`src/rtl/rss_defines.vh`:
```
// register offsets, field positions, reset values and timing counts for the reset sequencer
`ifndef RSS_DEFINES_VH
`define RSS_DEFINES_VH
`define RSS_ADDR_SUPPLY_MON   8'h13
`define RSS_ADDR_RESET_CAUSE  8'h73
`define RSS_ADDR_SOFT_RESET   8'h75
`define RSS_ADDR_RESET_ENABLE 8'h76
`define RSS_BIT_MON_EN        7
`define RSS_BIT_MON_STAT      6
`define RSS_BIT_SOFT_RESET    2
`define RSS_BIT_CAUSE_SOFT    2
`define RSS_BIT_CAUSE_POWER   1
`define RSS_BIT_CAUSE_PIN     0
`define RSS_BIT_EN_SOFT       2
`define RSS_BIT_EN_SUPPLY     1
`define RSS_RESET_ENABLE_RST  8'h04
`define RSS_REG_RST           8'h00
`define RSS_CLK_MHZ           250
`define RSS_POR_DELAY_US      5000
`define RSS_OSC_FAIL_US       1000
`define RSS_PIN_EXIT_NS       4000
`define RSS_OSC_SETTLE_US     1000
`define RSS_POR_CYCLES        (`RSS_POR_DELAY_US * `RSS_CLK_MHZ)
`define RSS_OSC_FAIL_CYCLES   (`RSS_OSC_FAIL_US * `RSS_CLK_MHZ)
`define RSS_PIN_EXIT_CYCLES   (`RSS_PIN_EXIT_NS * `RSS_CLK_MHZ / 1000)
`define RSS_OSC_SETTLE_CYCLES (`RSS_OSC_SETTLE_US * `RSS_CLK_MHZ)
`define RSS_ST_RESET          3'h0
`define RSS_ST_HOLD           3'h1
`define RSS_ST_OSC_WAIT       3'h2
`define RSS_ST_CALIB          3'h3
`define RSS_ST_RUN            3'h4
`endif

```
`src/rtl/rss_reset_sequencer.v`:
```
// reset source sequencer: merges reset sources, sequences exit, records cause
// Functional notes
// reset entry loads all registers with their reset values; code reloads only the soft enable on reset entry
// in reset, digital pins except reset pin released, weak pull-up on
// non-software reset entry stops oscillator and drives reset pin low; code leaves the pin undriven when a pin request is active at entry
// all interrupt enables come up enabled after reset
// buffer contents kept, buffer pointers return to default on reset
// five reset sources; entering source sets time in reset and pin behaviour
// on exit start oscillator, wait settle, raise init-complete interrupt; not soft
// host without interrupt waits about 1 ms after pin rise before polling
// host tolerates reset pin low up to 100 ms after power-up
// self-init completion flag readable; device functional only after it
// power-up holds reset until supply good, then 5 ms release delay
// supply fail drives pin low and resets; release when supply good again
// after power-on, supply monitor enabled and selected as reset source
// bit 7 of supply monitor control enables monitor; software waits stabilise
// bit 6 of supply monitor control reads live monitor output
// clock fail after osc init: pin low, 1 ms reset, exit like power-on
// external pin low forces reset; exit about 4 us after high seen
// soft reset bit 2 write resets without stopping oscillator, calibrates, no interrupt
// software reset source enabled after every reset, can be deselected
// cause register: bit 2 soft, bit 1 power/osc, bit 0 pin
// power-on, supply-fail, clock-fail share one cause indicator
// reset enable bit 2 selects soft, bit 1 selects supply monitor
// enabled requests merge into one sync reset; cause captured at entry
//
// design notes
// - pins, oscillator status and supply monitor are async: two flops before use
// - the reset pin is open drain: the device only ever pulls it low
// - after the device lets go of the pin, the synchronised level lags by two
//   clocks; a pin request is armed only once the pin has been seen high again,
//   otherwise the device's own release would look like an external reset
// - power-on, supply fail and clock fail share one cause bit and one exit path
// - a pin reset waits for the pin to go high, then a fixed exit count
// - a soft reset skips the hold and oscillator steps and goes to calibration
// - the init interrupt is set on oscillator settle, cleared by a cause read;
//   if both fall in one cycle the set wins
// - supply selection survives non-power resets; soft selection is re-armed
// - counters restart whenever the condition for release is lost
// - the reset enable register is not among the host-visible documented set
//   and sits at a free offset
//
`timescale 1ns/1ps
`include "rss_defines.vh"
module rss_reset_sequencer #(
    parameter POR_CYCLES        = `RSS_POR_CYCLES,
    parameter OSC_FAIL_CYCLES   = `RSS_OSC_FAIL_CYCLES,
    parameter OSC_SETTLE_CYCLES = `RSS_OSC_SETTLE_CYCLES
) (
    input  wire       clock_in,
    input  wire       arst_n_in,
    input  wire       supply_above_threshold_in,
    input  wire       osc_clock_ok_in,
    input  wire       reset_pin_n_in,
    input  wire       calib_done_in,
    input  wire       reg_wr_in,
    input  wire       reg_rd_in,
    input  wire [7:0] reg_addr_in,
    input  wire [7:0] reg_wdata_in,
    output reg  [7:0] reg_rdata_out,
    output wire       reset_pin_n_oe_out,
    output wire       reset_pin_n_out,
    output wire       pins_release_out,
    output wire       pin_pullup_out,
    output wire       osc_enable_out,
    output wire       device_reset_out,
    output wire       buffer_ptr_reset_out,
    output wire       calib_start_out,
    output wire       osc_init_irq_out,
    output wire       self_init_done_out,
    output wire       int_enable_all_out,
    output wire       supply_monitor_enable_out,
    output wire       device_ready_out
);
    localparam [31:0] PIN_EXIT_CYCLES = `RSS_PIN_EXIT_CYCLES;
    localparam [2:0]  ST_RESET    = `RSS_ST_RESET;
    localparam [2:0]  ST_HOLD     = `RSS_ST_HOLD;
    localparam [2:0]  ST_OSC_WAIT = `RSS_ST_OSC_WAIT;
    localparam [2:0]  ST_CALIB    = `RSS_ST_CALIB;
    localparam [2:0]  ST_RUN      = `RSS_ST_RUN;

    // two-flop synchronisers for pins and analog monitor outputs
    reg  [2:0] sync1_q;
    reg  [2:0] sync2_q;
    always @(posedge clock_in or negedge arst_n_in) begin
        if (!arst_n_in) begin
            sync1_q <= 3'h0;
            sync2_q <= 3'h0;
        end else begin
            sync1_q <= {osc_clock_ok_in, reset_pin_n_in, supply_above_threshold_in};
            sync2_q <= sync1_q;
        end
    end
    wire supply_ok = sync2_q[0];
    wire pin_high  = sync2_q[1];
    wire clk_ok    = sync2_q[2];

    reg  [2:0]  state_q;
    reg  [31:0] cnt_q;
    reg  [2:0]  cause_q;
    reg         mon_en_q;
    reg         en_soft_q;
    reg         en_supply_q;
    reg         osc_init_done_q;
    reg         osc_irq_q;
    reg         self_done_q;
    reg         soft_entry_q;
    reg         pin_drive_q;
    reg         por_pending_q;
    reg         pin_armed_q;

    // pin request armed only after pin seen high while not driven
    always @(posedge clock_in or negedge arst_n_in) begin
        if (!arst_n_in) begin
            pin_armed_q <= 1'b0;
        end else if (pin_drive_q) begin
            // own drive: ignore pin until released and seen high
            pin_armed_q <= 1'b0;
        end else if (pin_high) begin
            pin_armed_q <= 1'b1;
        end
    end

    // request decode
    wire soft_wr   = reg_wr_in && (reg_addr_in == `RSS_ADDR_SOFT_RESET) && reg_wdata_in[`RSS_BIT_SOFT_RESET];
    // source selection gates
    wire soft_req  = soft_wr && en_soft_q;
    wire supply_req = en_supply_q && mon_en_q && !supply_ok;
    // clock loss only after osc init
    wire osc_req   = osc_init_done_q && !clk_ok;
    // external pin request
    wire pin_req   = !pin_high && !pin_drive_q && pin_armed_q;
    wire in_reset  = (state_q == ST_RESET) || (state_q == ST_HOLD);
    // merged synchronous reset request
    wire any_req   = !in_reset && (soft_req || supply_req || osc_req || pin_req);

    // main reset sequence
    always @(posedge clock_in or negedge arst_n_in) begin
        if (!arst_n_in) begin
            state_q         <= ST_RESET;
            cnt_q           <= 32'h0;
            cause_q         <= 3'h2;
            osc_init_done_q <= 1'b0;
            osc_irq_q       <= 1'b0;
            self_done_q     <= 1'b0;
            soft_entry_q    <= 1'b0;
            pin_drive_q     <= 1'b1;
            por_pending_q   <= 1'b1;
        end else begin
            case (state_q)
                ST_RESET: begin
                    // wait for supply before release delay
                    if (soft_entry_q) begin
                        state_q <= ST_CALIB;
                    end else if (supply_ok) begin
                        state_q <= ST_HOLD;
                        cnt_q   <= 32'h0;
                    end
                end
                ST_HOLD: begin
                    // source-dependent time in reset
                    cnt_q <= cnt_q + 32'h1;
                    if (cause_q[`RSS_BIT_CAUSE_PIN]) begin
                        pin_drive_q <= 1'b0;
                        if (!pin_high) begin
                            cnt_q <= 32'h0;
                        end else if (cnt_q + 32'h1 >= PIN_EXIT_CYCLES) begin
                            state_q <= ST_OSC_WAIT;
                            cnt_q   <= 32'h0;
                        end
                    end else if (!supply_ok) begin
                        // release only when supply good again
                        cnt_q <= 32'h0;
                    end else if (cnt_q + 32'h1 >= (por_pending_q ? POR_CYCLES : OSC_FAIL_CYCLES)) begin
                        state_q       <= ST_OSC_WAIT;
                        cnt_q         <= 32'h0;
                        pin_drive_q   <= 1'b0;
                        por_pending_q <= 1'b0;
                    end
                end
                ST_OSC_WAIT: begin
                    // oscillator settle then init interrupt
                    cnt_q <= cnt_q + 32'h1;
                    if (cnt_q + 32'h1 >= OSC_SETTLE_CYCLES) begin
                        state_q         <= ST_CALIB;
                        osc_init_done_q <= 1'b1;
                        osc_irq_q       <= 1'b1;
                    end
                end
                ST_CALIB: begin
                    soft_entry_q <= 1'b0;
                    // self-init completion flag
                    if (calib_done_in) begin
                        state_q     <= ST_RUN;
                        self_done_q <= 1'b1;
                    end
                end
                default: begin
                    state_q <= ST_RUN;
                end
            endcase
            // init interrupt flag cleared by reading the cause register
            if (reg_rd_in && (reg_addr_in == `RSS_ADDR_RESET_CAUSE) && (state_q != ST_OSC_WAIT)) begin
                osc_irq_q <= 1'b0;
            end
            if (any_req) begin
                state_q     <= ST_RESET;
                cnt_q       <= 32'h0;
                self_done_q <= 1'b0;
                osc_irq_q   <= 1'b0;
                // soft reset keeps oscillator and pin
                if (soft_req && !(supply_req || osc_req || pin_req)) begin
                    soft_entry_q <= 1'b1;
                    cause_q      <= 3'h4;
                end else begin
                    // stop oscillator, drive pin low unless entry came from the pin request
                    soft_entry_q    <= 1'b0;
                    osc_init_done_q <= 1'b0;
                    pin_drive_q     <= !pin_req;
                    // shared power/oscillator indicator
                    cause_q         <= pin_req && !(supply_req || osc_req) ? 3'h1 : 3'h2;
                end
            end
        end
    end

    // software registers; only the soft enable is reinitialised on reset entry
    always @(posedge clock_in or negedge arst_n_in) begin
        if (!arst_n_in) begin
            // monitor on and selected after power-on
            mon_en_q    <= 1'b1;
            en_supply_q <= 1'b1;
            en_soft_q   <= 1'b1;
        end else if (any_req) begin
            // soft source re-enabled; monitor and supply enables not reset
            en_soft_q   <= 1'b1;
            // supply monitor state kept across non-power resets
            mon_en_q    <= mon_en_q;
        end else if (reg_wr_in) begin
            // monitor enable bit
            if (reg_addr_in == `RSS_ADDR_SUPPLY_MON) begin
                mon_en_q <= reg_wdata_in[`RSS_BIT_MON_EN];
            end else if (reg_addr_in == `RSS_ADDR_RESET_ENABLE) begin
                en_soft_q   <= reg_wdata_in[`RSS_BIT_EN_SOFT];
                en_supply_q <= reg_wdata_in[`RSS_BIT_EN_SUPPLY];
            end
        end
    end

    // register read mux
    always @(posedge clock_in or negedge arst_n_in) begin
        if (!arst_n_in) begin
            reg_rdata_out <= `RSS_REG_RST;
        end else if (reg_addr_in == `RSS_ADDR_SUPPLY_MON) begin
            // live monitor status
            reg_rdata_out <= {mon_en_q, supply_ok, 6'h00};
        end else if (reg_addr_in == `RSS_ADDR_RESET_CAUSE) begin
            // cause bits
            reg_rdata_out <= {5'h00, cause_q};
        end else if (reg_addr_in == `RSS_ADDR_RESET_ENABLE) begin
            reg_rdata_out <= {5'h00, en_soft_q, en_supply_q, 1'b0};
        end else begin
            reg_rdata_out <= `RSS_REG_RST;
        end
    end

    // pins released with pull-up in reset, soft entry included
    assign pins_release_out          = in_reset || soft_entry_q;
    assign pin_pullup_out            = in_reset || soft_entry_q;

    // reset pin open-drain drive
    assign reset_pin_n_out           = 1'b0;
    assign reset_pin_n_oe_out        = pin_drive_q;

    // oscillator kept running through a soft entry
    assign osc_enable_out            = !in_reset || soft_entry_q;

    // device reset covers the soft entry cycle too
    assign device_reset_out          = in_reset || soft_entry_q;

    // pointers reset, buffer memory untouched
    assign buffer_ptr_reset_out      = in_reset || soft_entry_q;

    // calibration request and status
    assign calib_start_out           = (state_q == ST_CALIB);
    assign osc_init_irq_out          = osc_irq_q;
    assign self_init_done_out        = self_done_q;

    // interrupt enables forced on in reset
    assign int_enable_all_out        = device_reset_out;

    // monitor enable and run status
    assign supply_monitor_enable_out = mon_en_q;
    assign device_ready_out          = (state_q == ST_RUN);
endmodule // rss_reset_sequencer

```
`config.mk`:
```
export PLATFORM = sky130hd
export DESIGN_NAME = rss_reset_sequencer
export DESIGN_NICKNAME = d
export VERILOG_FILES = /design/src/rtl/rss_reset_sequencer.v
export VERILOG_INCLUDE_DIRS = /design/src /design/src/rtl
export SDC_FILE = /design/constraint.sdc
export NUM_CORES = 1
export LEC_CHECK = 0
export BUFFER_PORTS_ARGS = -buffer_cell sky130_fd_sc_hd__clkbuf_2
export CORE_UTILIZATION = 55
export CTS_BUF_LIST = sky130_fd_sc_hd__clkbuf_2 sky130_fd_sc_hd__clkbuf_4 sky130_fd_sc_hd__clkbuf_8
export CTS_CLUSTER_SIZE = 12
export DETAILED_ROUTE_END_ITERATION = 10
export HOLD_SLACK_MARGIN = 0.08
export PLACE_DENSITY_LB_ADDON = 0.2
export SLEW_MARGIN = 5
export SYNTH_ARGS = -nofsm -noshare
export SYNTH_HDL_FRONTEND = slang
export SYNTH_SLANG_ARGS = --single-unit
```
`constraint.sdc`:
```
create_clock -name clock_in -period 3.5 [get_ports clock_in]
set_input_delay 0.175 -clock clock_in [delete_from_list [all_inputs] [get_ports clock_in]]
set_output_delay 0.175 -clock clock_in [all_outputs]
set_load 0.02 [all_outputs]
```
==> results_dict.tcl <==
set metrics [dict create \
    status "complete, but fails checks" \
    violations "negative setup slack" \
    synth_simple_gate_area_share_pct 31.1 \
    yosysSeqAreaShare_pct 35.9 \
    irDropWorstVdd_v 0.000350 \
    diodes 0 \
    cpMostUsedCell "buf_6" \
    reg2reg_to "cnt_q[17]$_DFFE_PN0P_" \
    max-cap-violations 0 \
    cp.arrival_ns 3.78 \
    grt_max_degree 40 \
    grt_pass1_wl_um 16800 \
    holdPathStages 3 \
    start_util_pct 57.0 \
    min-delay-start "reg_addr_in[3]" \
    startpoint_type "flop" \
    nNetsFinal 594 \
    post-route-period-util_pct 101 \
    skew_ns 0.0103 \
    final.setup.worst_slack_ns -0.0444 \
    coreArea_sq_mm 0.00725 \
    ys_async_sr_fraction_pct 100 \
    die_h_um 88.7 \
    ys.warnings.count 0 \
    avgSynthCellArea_sq_um 8.40 \
    worstMarginPinSlew_ns 1.01 \
    timing.rr.start "cnt_q[0]$_DFFE_PN0P_" \
    path_cells "buf_6 -> nand4_1 -> nor4_2 -> xnor2_1 -> ha_1 -> nand4b_1 -> a311oi_2 -> o21ai_1 -> and4bb_1 -> and4bb_4 -> nor4_4 -> o31ai_4 -> buf_6 -> clkbuf_16 -> nor2_2 -> a211o_1" \
    cts_root_buf "clkbuf_8" \
    worst-path-max-fanout 7 \
    synth_edf_count 0 \
    io_pins 45 \
    multi_input_area_sq_mm 0.00254 \
    synth-adder-area-share_pct 2.12 \
    nFillCells 578 \
    ff_latch_area_sq_mm 0.00149 \
    synth_top_area_share_pct 32.1 \
    drive_gt1_share_pct 26.8 \
    vias_per_cell 6.14 \
    die_w_um 88.7 \
    ys_top_cells_by_area "dfrtp_1, nand2_1, dfstp_2" \
    num_rows 31 \
    period_minus_slack_ns 3.54 \
    yosysTopAreaCell "dfrtp_1" \
    cts_max_path_buffers 2 \
    ys_types 73 \
    via_count 4094 \
    syn_to_final_growth_pct 23.5 \
    drt-initial-drc-count 292 \
    rsz0062_at_grt "yes" \
    ff2ff_setup_slack_ns -0.04 \
    synthMuxAreaShare_pct 1.03 \
    crit_required_ns 3.74 \
    clk_pin_slew_worst_paths_ns 0.08 \
    rr_worst_depth 16 \
    clock.fmax_mhz 282 \
    synth_top_family_by_area "simple AND/OR/NAND/NOR gates" \
    hold_viol 0 \
    cts_made_buffers 9 \
    tns_ns -0.185 \
    min_to "reg_rdata_out[2]$_DFF_PN0_" \
    mostFrequentLayoutCells "nand2_1, dfrtp_1, buf_4" \
    detail-route-antenna-nets 0 \
    ys.flop_type "dfrtp_1" \
    clock_sinks 59 \
    grt_pass1_vias 3570 \
    ys_ff_latch 59 \
    slowest_delay_ns 0.42 \
    post_drt_wl_per_cell_um 16.7 \
    synth_xor_area_share_pct 2.97 \
    antenna_found_initial 0 \
    cellLeakagePower_nw 2.19 \
    grt-ovfl-total 0 \
    hold_path.class "input pin to flop" \
    layout_commonest_cell "nand2_1" \
    die_area_sq_mm 0.00787 \
    grt_use_total_pct 27.9 \
    max_slew_margin_pct 32.3 \
    dp_hpwl_um 7310 \
    synth_compound_area_share_pct 20.5 \
    drt_pass1_iterations 6 \
    netlist_instances 492 \
    portBuffers 35 \
    finalMaxSlewViolations 0 \
    htree_levels 3 \
    cts_tree "done" \
    gp_congestion 0.895 \
    power.density_mw_per_mm2 495 \
    wirelength_um 11200 \
    clkLatencyLatePin_ns 0.36 \
    endpoint_kind "flop" \
    holdWs_ns 0.126 \
    critPathKind "flop to flop" \
    netlist_area_sq_mm 0.00413 \
    cp_slowest_cell "dfrtp_2" \
    setup_viol 8 \
    drc_errors 0 \
]
-- cell type report --
| class | count | area share, % |
|---|---|---|
| sequential | 59 | 29.1 |
| multi-input combinational | 386 | 49.7 |
| timing repair buffer | 97 | 14.1 |
| tap | 99 | 2.43 |
| clock inverter | 7 | 1.50 |
| inverter | 10 | 0.735 |
| clock buffer | 9 | 2.43 |
-- through the flow --
step                instances  worst slack, ns  power [mW]  util, %  cell area, sq um
finish                    667          -0.0444        2.53     70.4              5100
global route              667           -0.161        2.64     70.4              5100
CTS                       657           0.0140        2.33     67.2              4880
detailed placement        631         -0.00936        1.66     63.0              4570
global placement          631           0.0112        1.65     63.0              4570
floorplan                 495           0.0105        1.39        -              4150
-- cell usage after synthesis (6+ instances only) --
library cell	n
a21o_1	8
a21oi_1	22
a22o_1	9
and3_1	13
buf_2	10
buf_4	12
clkbuf_1	15
dfrtp_1	53
dfstp_2	6
ha_1	7
inv_1	10
nand2_1	55
nand3_1	24
nand4_1	13
nor2_1	41
nor2b_1	6
nor3_1	22
nor4_1	7
o21ai_0	29
o31ai_1	8
xnor2_1	11
-- report_power, final --
part | internal (mW) | leakage, nW | total [mW] | switching [mW]
Sequential | 0.726 | 0.772 | 0.805 | 0.0788
Clock | 0.332 | 0.0958 | 0.638 | 0.307
Combinational | 0.442 | 1.33 | 1.08 | 0.641
Total | 1.50 | 2.19 | 2.53 | 1.03
-- per-layer routing --
| layer | vias to the layer above | GRT usage (%) | share of wire [%] |
|---|---|---|---|
| met5 | - | 0 | 0 |
| met4 | 0 | 13.5 | 3.1 |
| met3 | 38 | 4.57 | 6.6 |
| met2 | 177 | 44.5 | 47 |
| met1 | 1930 | 36.9 | 43 |
| li1 | 1949 | - | - |
-- sequential cells by signal, indices dropped and copies added (netlist names), 3 cells and up --
name and count:
sync1_q 3, sync2_q 3, reg_rdata_out 5, cause_q 3, cnt_q 32, state_q 3
-- what timing repair did --
| item | 4_1_cts | 5_1_grt |
|---|---|---|
| resized for setup | 2 | 32 |
| buffers inserted | 2 | 7 |
| endpoints found under the setup margin | 5 | 27 |
| endpoints found under the hold margin | 27 | 0 |
| cloned | 0 | 3 |
| hold buffers | 8 | 0 |
| pin swaps | 0 | 19 |
-- critical path, delay by kind of cell (launching register included) --
| family | cells | cell delay [ns] |
|---|---|---|
| and+or+nand+nor | 7 | 1.21 |
| AOI/OAI and AO/OA | 4 | 0.84 |
| buffers and inverters | 3 | 0.46 |
| DFF | 1 | 0.42 |
| adders and majority gates | 1 | 0.32 |
| xor gates and xnor gates | 1 | 0.16 |
-- cells by family after synthesis --
kind of cell | count (synthesis)
AOI/OAI and AO/OA | 125
other | 1
adders and majority gates | 7
muxes | 4
xor gates and xnor gates | 14
DFF | 59
and+or+nand+nor | 232
buffers and inverters | 50
-- worst max-delay path by stage --
stage	startpoint	to	slack (ns)	cells after the start
6_report	cnt_q[0]$_DFFE_PN0P_	cnt_q[17]$_DFFE_PN0P_	-0.04	16
2_1_floorplan	cnt_q[0]$_DFFE_PN0P_	cnt_q[13]$_DFFE_PN0P_	0.01	17
3_3_place_gp	cnt_q[0]$_DFFE_PN0P_	cnt_q[12]$_DFFE_PN0P_	0.01	15
4_1_cts	cnt_q[0]$_DFFE_PN0P_	cnt_q[19]$_DFFE_PN0P_	0.01	15
3_5_place_dp	cnt_q[1]$_DFFE_PN0P_	cnt_q[19]$_DFFE_PN0P_	-0.009	15
5_1_grt	cnt_q[0]$_DFFE_PN0P_	cnt_q[11]$_DFFE_PN0P_	-0.16	16
(Power assumes the default switching activity.)
